[config.mk]
export PLATFORM = sky130hd
export DESIGN_NAME = sdwl_top
export DESIGN_NICKNAME = d
export VERILOG_FILES = /design/src/sdwl_pkg.sv /design/src/sdwl_sync.sv /design/src/sdwl_top.sv
export VERILOG_INCLUDE_DIRS = /design/src
export SDC_FILE = /design/constraint.sdc
export NUM_CORES = 1
export LEC_CHECK = 0
export ABC_AREA = 1
export BUFFER_PORTS_ARGS = -buffer_cell sky130_fd_sc_hd__buf_2
export CAP_MARGIN = 20
export CORE_UTILIZATION = 30
export CTS_CLUSTER_DIAMETER = 50
export DETAILED_ROUTE_END_ITERATION = 6
export SYNTH_ARGS = -nofsm -noshare
export SYNTH_HDL_FRONTEND = slang
export SYNTH_SLANG_ARGS = --single-unit
[constraint.sdc]
create_clock -name clk -period 1.6 [get_ports clk]
set_input_delay 0.24 -clock clk [delete_from_list [all_inputs] [get_ports clk]]
set_output_delay 0.24 -clock clk [all_outputs]
set_load 0.02 [all_outputs]
[src/sdwl_defines.svh]
`ifndef SDWL_DEFINES_SVH
`define SDWL_DEFINES_SVH

// widths
`define SDWL_ADDR_W 4
`define SDWL_DATA_W 16
`define SDWL_DQ_W 8
`define SDWL_CNT_W 10

// register indices on the plain register port
`define SDWL_ADDR_MR1 4'h0
`define SDWL_ADDR_CTRL 4'h1
`define SDWL_ADDR_STAT 4'h2

// mode register one field positions and masks
`define SDWL_MR1_LEVEL 7
`define SDWL_MR1_QOFF 12
`define SDWL_MR1_LEVEL_MASK 16'h0080
`define SDWL_MR1_QOFF_MASK 16'h1000
`define SDWL_MR1_EXIT_MASK 16'h1A66
`define SDWL_MR1_NOM_MASK 16'h0244
`define SDWL_MR1_RST 16'h0000

// control register fields
`define SDWL_CTRL_SREF 0
`define SDWL_CTRL_DLLRST 1
`define SDWL_CTRL_PRIME 2
`define SDWL_CTRL_MASK 16'h0005
`define SDWL_CTRL_RST 16'h0000

// status register fields
`define SDWL_STAT_LEVEL 0
`define SDWL_STAT_FBVAL 1
`define SDWL_STAT_FB 2
`define SDWL_STAT_TRDY 3
`define SDWL_STAT_CKIGN 4
`define SDWL_STAT_LOCK 5
`define SDWL_STAT_VIOL 6

// timing, times in ns, lock time in clock cycles
`define SDWL_CLK_NS 10
`define SDWL_MOD_NS 15
`define SDWL_DQSEN_NS 25
`define SDWL_WLO_NS 9
`define SDWL_CKSRE_NS 10
`define SDWL_DLLK_NCK 512

// least times round up, the longest time rounds down to at least one
`define SDWL_MOD_CYC 10'((`SDWL_MOD_NS + `SDWL_CLK_NS - 1) / `SDWL_CLK_NS)
`define SDWL_DQSEN_CYC 10'((`SDWL_DQSEN_NS + `SDWL_CLK_NS - 1) / `SDWL_CLK_NS)
`define SDWL_WLO_CYC 10'(((`SDWL_WLO_NS / `SDWL_CLK_NS) < 1) ? 1 : \
  (`SDWL_WLO_NS / `SDWL_CLK_NS))
`define SDWL_CKSRE_CYC 10'((`SDWL_CKSRE_NS + `SDWL_CLK_NS - 1) / `SDWL_CLK_NS)
`define SDWL_DLLK_CYC 10'(`SDWL_DLLK_NCK)

`endif

[src/sdwl_pkg.sv]
`default_nettype none
package sdwl_pkg;

  // pin levels that cross into the clk domain together
  typedef struct packed {
    logic ck;
    logic strobe;
    logic term;
    logic cke;
  } sdwl_pins_s;

  // leveling progress
  typedef enum logic [1:0] {
    LV_IDLE = 2'b00,
    LV_SETUP = 2'b01,
    LV_ARMED = 2'b10,
    LV_FEED = 2'b11
  } sdwl_lv_e;

endpackage : sdwl_pkg
`default_nettype wire

[src/sdwl_sync.sv]
`timescale 1ns/100ps
`default_nettype none
module sdwl_sync #(
  parameter int WIDTH = 1
) (
  input wire logic clk,
  input wire logic resetn,
  input wire logic [WIDTH-1:0] async_in,
  output logic [WIDTH-1:0] sync_out
);

  logic [WIDTH-1:0] meta_ff;
  logic [WIDTH-1:0] sync_ff;

  // two stages; only the second one is read outside
  always_ff @(posedge clk) begin
    if (!resetn) begin
      meta_ff <= '0;
      sync_ff <= '0;
    end else begin
      meta_ff <= async_in;
      sync_ff <= meta_ff;
    end
  end

  assign sync_out = sync_ff;

endmodule : sdwl_sync
`default_nettype wire

[src/sdwl_top.sv]
// Function
// controller keeps clock period fixed otherwise
// frequency changes only in self refresh/power-down
// self refresh: clock ignored after hold interval
// new frequency within speed grade range
// power-down: termination pin low if enabled
// controller waits hold, keeps pins low
// stable clocks before exit, then loop reset
// further mode-sets update latencies, enable high
// relock: termination low, enable high, then ready
// level bit set enters, cleared leaves leveling
// output-disable bit one disables data outputs
// leveling: pin switches strobe termination only
// outputs enabled: only three termination settings
// leveling: only idle and two mode-sets allowed
// exit write may update listed other bits
// other ranks get outputs disabled
// termination accepted only after mode-set delay
// strobe terminated after strobe-enable delay
// controller sends single edge after delays
// strobe rise samples clock, feedback after delay
// prime bit mode: other data bits low
// data undriven until first feedback
// controller tunes delay until zero-to-one seen
//
// Added by the designer: the placing of the registers and the address-and-strobe port.
`timescale 1ns/100ps
`default_nettype none
`include "sdwl_defines.svh"
module sdwl_top (
  input wire logic clk,
  input wire logic resetn,
  input wire logic [`SDWL_ADDR_W-1:0] bus_addr,
  input wire logic [`SDWL_DATA_W-1:0] bus_wdata,
  input wire logic bus_wr,
  input wire logic bus_rd,
  output logic [`SDWL_DATA_W-1:0] bus_rdata,
  input wire logic mem_ck,
  input wire logic strobe_in,
  input wire logic termination_control_pin,
  input wire logic cke_pin,
  output logic [`SDWL_DQ_W-1:0] data_out,
  output logic data_oe_n,
  output logic strobe_term_en,
  output logic data_term_en
);

  sdwl_pkg::sdwl_pins_s pin_raw;
  sdwl_pkg::sdwl_pins_s pin_s;
  sdwl_pkg::sdwl_lv_e lv_state_ff;
  logic [`SDWL_DATA_W-1:0] mode_register_one_ff;
  logic [`SDWL_DATA_W-1:0] ctrl_ff;
  logic [`SDWL_DATA_W-1:0] rdata_ff;
  logic [`SDWL_DATA_W-1:0] status_word;
  logic [`SDWL_DATA_W-1:0] mr1_fixed;
  logic [`SDWL_CNT_W-1:0] mod_cnt_ff;
  logic [`SDWL_CNT_W-1:0] dqsen_cnt_ff;
  logic [`SDWL_CNT_W-1:0] wlo_cnt_ff;
  logic [`SDWL_CNT_W-1:0] sr_cnt_ff;
  logic [`SDWL_CNT_W-1:0] dll_cnt_ff;
  logic [`SDWL_DQ_W-1:0] data_out_ff;
  logic data_oe_n_ff;
  logic strobe_term_ff;
  logic data_term_ff;
  logic strobe_d_ff;
  logic term_ready_ff;
  logic smp_ff;
  logic fb_ff;
  logic fb_valid_ff;
  logic clk_ignore_ff;
  logic dll_locked_ff;
  logic viol_ff;
  logic wr_mr1;
  logic wr_ctrl;
  logic wr_stat;
  logic lv_active;
  logic lv_accept;
  logic term_on;
  logic strobe_rise;
  logic sample_go;
  logic fb_fire;
  logic nom_en;
  logic dll_start;
  logic dll_busy;

  // every pin level is resynchronised before any logic looks at it
  assign pin_raw = '{ck: mem_ck, strobe: strobe_in,
                     term: termination_control_pin, cke: cke_pin};

  sdwl_sync #(
    .WIDTH($bits(sdwl_pkg::sdwl_pins_s))
  ) u_pin_sync (
    .clk(clk),
    .resetn(resetn),
    .async_in(pin_raw),
    .sync_out(pin_s)
  );

  // register port decode
  assign wr_mr1 = bus_wr && (bus_addr == `SDWL_ADDR_MR1);
  assign wr_ctrl = bus_wr && (bus_addr == `SDWL_ADDR_CTRL);
  assign wr_stat = bus_wr && (bus_addr == `SDWL_ADDR_STAT);
  assign dll_start = wr_ctrl && bus_wdata[`SDWL_CTRL_DLLRST];
  assign lv_active = (lv_state_ff != sdwl_pkg::LV_IDLE);
  assign lv_accept = (lv_state_ff == sdwl_pkg::LV_ARMED) ||
                     (lv_state_ff == sdwl_pkg::LV_FEED);
  assign nom_en = |(mode_register_one_ff & `SDWL_MR1_NOM_MASK);
  assign term_on = lv_accept && pin_s.term;
  assign strobe_rise = pin_s.strobe && !strobe_d_ff;
  assign sample_go = strobe_rise && lv_accept && !clk_ignore_ff;
  assign fb_fire = (wlo_cnt_ff == `SDWL_CNT_W'(1));
  assign dll_busy = (dll_cnt_ff != '0);
  assign mr1_fixed = mode_register_one_ff &
                     ~(`SDWL_MR1_EXIT_MASK | `SDWL_MR1_LEVEL_MASK);

  // mode register one; while leveling only a subset of bits may move
  always_ff @(posedge clk) begin
    if (!resetn) begin
      mode_register_one_ff <= `SDWL_MR1_RST;
    end else if (wr_mr1) begin
      if (!lv_active) begin
        mode_register_one_ff <= bus_wdata;
      end else if (bus_wdata[`SDWL_MR1_LEVEL]) begin
        // only the output-disable bit follows the write
        mode_register_one_ff <= (mode_register_one_ff &
          ~`SDWL_MR1_QOFF_MASK) | (bus_wdata & `SDWL_MR1_QOFF_MASK);
      end else begin
        mode_register_one_ff <= (mode_register_one_ff &
          ~(`SDWL_MR1_EXIT_MASK | `SDWL_MR1_LEVEL_MASK)) |
          (bus_wdata & `SDWL_MR1_EXIT_MASK);
      end
    end
  end

  // control register; the loop-reset bit is a pulse and reads zero
  always_ff @(posedge clk) begin
    if (!resetn) begin
      ctrl_ff <= `SDWL_CTRL_RST;
    end else if (wr_ctrl) begin
      ctrl_ff <= bus_wdata & `SDWL_CTRL_MASK;
    end
  end

  // leveling progress, driven by the level bit of mode register one
  always_ff @(posedge clk) begin
    if (!resetn) begin
      lv_state_ff <= sdwl_pkg::LV_IDLE;
      mod_cnt_ff <= '0;
    end else begin
      case (lv_state_ff)
        sdwl_pkg::LV_IDLE: begin
          if (mode_register_one_ff[`SDWL_MR1_LEVEL]) begin
            lv_state_ff <= sdwl_pkg::LV_SETUP;
            mod_cnt_ff <= `SDWL_MOD_CYC;
          end
        end
        sdwl_pkg::LV_SETUP: begin
          if (!mode_register_one_ff[`SDWL_MR1_LEVEL]) begin
            lv_state_ff <= sdwl_pkg::LV_IDLE;
          end else if (mod_cnt_ff <= `SDWL_CNT_W'(1)) begin
            lv_state_ff <= sdwl_pkg::LV_ARMED;
          end else begin
            mod_cnt_ff <= mod_cnt_ff - `SDWL_CNT_W'(1);
          end
        end
        sdwl_pkg::LV_ARMED: begin
          if (!mode_register_one_ff[`SDWL_MR1_LEVEL]) begin
            lv_state_ff <= sdwl_pkg::LV_IDLE;
          end else if (fb_fire) begin
            lv_state_ff <= sdwl_pkg::LV_FEED;
          end
        end
        sdwl_pkg::LV_FEED: begin
          if (!mode_register_one_ff[`SDWL_MR1_LEVEL]) begin
            lv_state_ff <= sdwl_pkg::LV_IDLE;
          end
        end
        default: begin
          lv_state_ff <= sdwl_pkg::LV_IDLE;
        end
      endcase
    end
  end

  // termination: in leveling the pin drives strobe termination only
  always_ff @(posedge clk) begin
    if (!resetn) begin
      strobe_term_ff <= 1'b0;
      data_term_ff <= 1'b0;
    end else if (lv_active) begin
      strobe_term_ff <= term_on;
      data_term_ff <= 1'b0;
    end else begin
      strobe_term_ff <= pin_s.term && nom_en;
      data_term_ff <= pin_s.term && nom_en;
    end
  end

  // strobe termination is settled once held for the enable delay
  always_ff @(posedge clk) begin
    if (!resetn) begin
      dqsen_cnt_ff <= '0;
      term_ready_ff <= 1'b0;
    end else if (!term_on) begin
      dqsen_cnt_ff <= '0;
      term_ready_ff <= 1'b0;
    end else if (dqsen_cnt_ff >= `SDWL_DQSEN_CYC) begin
      term_ready_ff <= 1'b1;
    end else begin
      dqsen_cnt_ff <= dqsen_cnt_ff + `SDWL_CNT_W'(1);
    end
  end

  // strobe edge detect on the synchronised level
  always_ff @(posedge clk) begin
    if (!resetn) begin
      strobe_d_ff <= 1'b0;
    end else begin
      strobe_d_ff <= pin_s.strobe;
    end
  end

  // sample clock on strobe rise, release after the output delay
  always_ff @(posedge clk) begin
    if (!resetn) begin
      smp_ff <= 1'b0;
      wlo_cnt_ff <= '0;
    end else if (sample_go) begin
      smp_ff <= pin_s.ck;
      wlo_cnt_ff <= `SDWL_WLO_CYC;
    end else if (wlo_cnt_ff != '0) begin
      wlo_cnt_ff <= wlo_cnt_ff - `SDWL_CNT_W'(1);
    end
  end

  // feedback value; forgotten when leveling ends
  always_ff @(posedge clk) begin
    if (!resetn) begin
      fb_ff <= 1'b0;
      fb_valid_ff <= 1'b0;
    end else if (!lv_active) begin
      fb_ff <= 1'b0;
      fb_valid_ff <= 1'b0;
    end else if (fb_fire) begin
      fb_ff <= smp_ff;
      fb_valid_ff <= 1'b1;
    end
  end

  // data pins: undriven before first feedback or with outputs disabled
  always_ff @(posedge clk) begin
    if (!resetn) begin
      data_out_ff <= '0;
      data_oe_n_ff <= 1'b1;
    end else if (lv_active && fb_valid_ff &&
                 !mode_register_one_ff[`SDWL_MR1_QOFF]) begin
      data_oe_n_ff <= 1'b0;
      if (ctrl_ff[`SDWL_CTRL_PRIME]) begin
        data_out_ff <= {{(`SDWL_DQ_W-1){1'b0}}, fb_ff};
      end else begin
        data_out_ff <= {`SDWL_DQ_W{fb_ff}};
      end
    end else begin
      data_out_ff <= '0;
      data_oe_n_ff <= 1'b1;
    end
  end

  // self refresh with clock enable low: clock ignored after hold time
  always_ff @(posedge clk) begin
    if (!resetn) begin
      sr_cnt_ff <= '0;
      clk_ignore_ff <= 1'b0;
    end else if (!ctrl_ff[`SDWL_CTRL_SREF] || pin_s.cke) begin
      sr_cnt_ff <= '0;
      clk_ignore_ff <= 1'b0;
    end else if (sr_cnt_ff >= `SDWL_CKSRE_CYC) begin
      clk_ignore_ff <= 1'b1;
    end else begin
      sr_cnt_ff <= sr_cnt_ff + `SDWL_CNT_W'(1);
    end
  end

  // delay-locked loop relock timer; new frequency valid once it ends
  always_ff @(posedge clk) begin
    if (!resetn) begin
      dll_cnt_ff <= '0;
      dll_locked_ff <= 1'b1;
    end else if (dll_start) begin
      dll_cnt_ff <= `SDWL_DLLK_CYC;
      dll_locked_ff <= 1'b0;
    end else if (dll_busy) begin
      dll_cnt_ff <= dll_cnt_ff - `SDWL_CNT_W'(1);
      dll_locked_ff <= (dll_cnt_ff == `SDWL_CNT_W'(1));
    end
  end

  // sticky flag for pin misuse during relock; a new event beats clear
  always_ff @(posedge clk) begin
    if (!resetn) begin
      viol_ff <= 1'b0;
    end else if (dll_busy && (pin_s.term || !pin_s.cke)) begin
      viol_ff <= 1'b1;
    end else if (wr_stat && bus_wdata[`SDWL_STAT_VIOL]) begin
      viol_ff <= 1'b0;
    end
  end

  // status word assembly
  always_comb begin
    status_word = '0;
    status_word[`SDWL_STAT_LEVEL] = lv_active;
    status_word[`SDWL_STAT_FBVAL] = fb_valid_ff;
    status_word[`SDWL_STAT_FB] = fb_ff;
    status_word[`SDWL_STAT_TRDY] = term_ready_ff;
    status_word[`SDWL_STAT_CKIGN] = clk_ignore_ff;
    status_word[`SDWL_STAT_LOCK] = dll_locked_ff;
    status_word[`SDWL_STAT_VIOL] = viol_ff;
  end

  // read data stands only in the cycle after the strobe
  always_ff @(posedge clk) begin
    if (!resetn) begin
      rdata_ff <= '0;
    end else if (bus_rd) begin
      case (bus_addr)
        `SDWL_ADDR_MR1: rdata_ff <= mode_register_one_ff;
        `SDWL_ADDR_CTRL: rdata_ff <= ctrl_ff;
        `SDWL_ADDR_STAT: rdata_ff <= status_word;
        default: rdata_ff <= '0;
      endcase
    end else begin
      rdata_ff <= '0;
    end
  end

  assign bus_rdata = rdata_ff;
  assign data_out = data_out_ff;
  assign data_oe_n = data_oe_n_ff;
  assign strobe_term_en = strobe_term_ff;
  assign data_term_en = data_term_ff;
endmodule : sdwl_top
`default_nettype wire

==> results.toml <==
[timing]
slew-limit-headroom_pct = 69.1
fmax_ghz = 0.672
final-setup-viol-count = 0
hold_viol_final = 0
tightest_slew_ns = 0.463
setup_slack_ns = 0.112
setup_tns_ns = 0
clock_skew_ns = 0.00791
period_share_pct = 93.0
period_needed_ns = 1.49
drv_slew = 0

[yosys]
synth_ff_type = "dfxtp_1"
synth_edf_count = 0
syn_inst = 587
synthArstFlopShare_pct = 0
ys_types = 39
yosysWarnings = 0
netlist.area_leader.share_pct = 47.6
yosysTopAreaCell = "dfxtp_1"
synth.avg_cell_area_sq_um = 7.66
seq_area_frac_synth_pct = 47.6
ys_ff_latch = 107
synthTopCellsByCount = "nor2_1 (111), dfxtp_1 (107), inv_1 (92)"
synth_area_leaders = "dfxtp_1 (48%), nor2_1 (9.3%), inv_1 (7.7%)"
yosysMostFrequentCell = "nor2_1"
synth.cell_area_sq_um = 4500
synth_fp_nets = 626

[die]
fp.dieArea_sq_um = 15500
die-width_microns = 124
dieHeight_microns = 124
fp.coreArea_sq_um = 14600
rows = 44
boundaryPins = 55
start_util_pct = 30.8

[power]
clockPowerShare_pct = 29.5
p_per_area_nw_per_um2 = 1450
pwr-share-comb_pct = 28.5
sequentialPowerShare_pct = 42.0
p_sw_mw = 2.64
p_leak_nw = 2.41
power_mw = 7.67
p_int_mw = 5.03
switching_share_pct = 34.4
vdd_drop_max_v = 0.000680

[clocking]
root_buffer = "clkbuf_16"
clock_latency_ns = 0.36
cts_tree = "yes"
post-cts-setup-buffers = 0
cts.sinks = 107
cts_max_path_buffers = 2
htreeDepth = 3
clk_pin_slew_ns = 0.07
numCtsBuffers = 9

[grt]
grt_pass1_vias = 3405
grt_use_total_pct = 12.8
gr-total-overflow = 0
grt_pass1_wl_microns = 16000
antenna_found_initial = 0
grt_max_degree = 25

[hold_path]
hold_end = "u_pin_sync.meta_ff[3]"
hold_start = "mem_ck"
hold_path.class = "in -> reg"
hold_path_depth = 3

[route]
drt_iter0_markers = 168
num_vias = 3654
route.met2.wl_microns = 4090
antenna_left = 0
highest_layer = "met4"
viasPerCell = 4.38
finalWirelength_microns = 9370
wire_per_inst_microns = 11.2
drc_errors = 0
dr.pass1.iters = 4
wl_met3_microns = 376
wl_met1_microns = 4760

[placed_design]
placedInstanceArea_sq_um = 4950
hpwlAfterDp_microns = 7030
gp_congestion = 0.787
pre_cts_ws_ns = 0.0178
io_buffers = 54

[worst_setup_path]
path_buf_inv = 2
cp-end-kind = "register"
rr_startpoint = "mod_cnt_ff[1]"
critPathKind = "reg -> reg"
cp_max_fo = 5
path_delay_family = "simple AND/OR/NAND/NOR gates"
slowest_stage = "dfxtp_1"
worstPathArrival_ns = 1.75
r2r-end = "mod_cnt_ff[6]"
crit_top_cell = "nand2_1"
r2r_setup_slack_ns = 0.11
reg2reg_depth = 11
cp_cell_sequence = "inv_1 -> ha_2 -> inv_1 -> nand2_1 -> nand2_1 -> nor2_4 -> nand3_2 -> nand3_1 -> nand2_1 -> nand2_1 -> nor2_1"
start_kind = "register"
required_ns = 1.86
cp_slowest_stage_delay_ns = 0.32

[layout]
area_growth_pct = 17.5
fin_util_pct = 36.3
antennaDiodeCount = 0
fin_nets = 685
drive_gt1_share_pct = 17.2
design_area_sq_um = 5290

[flow_run]
drv_cap = 0

[status]
status = "finished, final reports clean"
-- worst max-delay path by stage --
stage	end	from	cells after the start	slack [ns]
4_1_cts	mod_cnt_ff[1]	mod_cnt_ff[0]	10	0.04
6_report	mod_cnt_ff[6]	mod_cnt_ff[1]	11	0.11
5_1_grt	lv_state_ff[1]	mod_cnt_ff[1]	11	-0.002
3_5_place_dp	mod_cnt_ff[1]	mod_cnt_ff[0]	10	0.02
3_3_place_gp	mod_cnt_ff[4]	mod_cnt_ff[0]	10	0.06
2_1_floorplan	mod_cnt_ff[2]	mod_cnt_ff[0]	10	0.23
-- flip-flops by register name, indices dropped and copies added, names as in the netlist, 2 cells and up --
| register | count |
|---|---|
| dll_cnt_ff | 10 |
| ctrl_ff | 2 |
| mod_cnt_ff | 10 |
| sr_cnt_ff | 10 |
| wlo_cnt_ff | 10 |
| dqsen_cnt_ff | 10 |
| data_out | 2 |
| mode_register_one_ff | 16 |
| u_pin_sync.sync_out | 4 |
| u_pin_sync.meta_ff | 4 |
| lv_state_ff | 2 |
| bus_rdata | 16 |
-- layer usage --
layer | vias up | GRT usage (%)
li1 | 1952 | -
met4 | 0 | 4.46
met5 | - | 0
met3 | 13 | 3.78
met2 | 55 | 19.3
met1 | 1634 | 17.3
-- power groups by stage --
stage,logic (mW),clock network [mW],registers (mW)
finish,2.19,2.26,3.22
global route,2.54,2.44,3.27
CTS,2.16,2.33,3.22
detailed placement,2.13,0,3.27
global placement,2.11,0,3.27
floorplan,1.75,0,3.22
-- logic make-up after synthesis --
| family | after synthesis | synth area share [%] |
|---|---|---|
| buf+inv | 111 | 10.4 |
| fa+ha+maj | 11 | 3.06 |
| simple gates | 275 | 27.8 |
| flops | 107 | 47.6 |
| compound gates | 72 | 8.98 |
| xor+xnor | 11 | 2.14 |
-- placed cells by master (no fill, tap or decap), types with 10 or more instances in the layout --
master	instances
nor3_1	13
o21ai_0	29
nor2_1	111
inv_1	91
a21oi_1	33
nand3_1	23
buf_2	54
dfxtp_1	106
ha_1	10
nand2_1	84
nand4_1	15
-- final cells by class --
class,count,area [sq um]
clock inverter,6,71.3
fill,1533,9300
clock buffer,10,229
timing repair buffer,63,338
sequential,107,2140
inverter,95,357
tap,184,230
multi-input combinational,370,1920
-- worst min-delay path, stage by stage --
cell,delay [ns]
buf_2,0.07
nand2_1,0.04
inv_1,0.04
-- stage by stage --
| stage | instances | hold slack (ns) |
|---|---|---|
| 2_1_floorplan | 587 | 0.338 |
| 3_3_place_gp | 818 | 0.399 |
| 3_5_place_dp | 818 | 0.408 |
| 4_1_cts | 834 | 0.0550 |
| 5_1_grt | 835 | 0.0636 |
| 6_report | 835 | 0.0667 |
-- timing repair --
action	CTS	global route
setup endpoints to repair	1	17
resized for setup	1	6
endpoints found under the hold margin	0	0
cloned	0	1
hold buffers	0	0
pin swaps	0	1
Power figures use the tool's default switching activity.
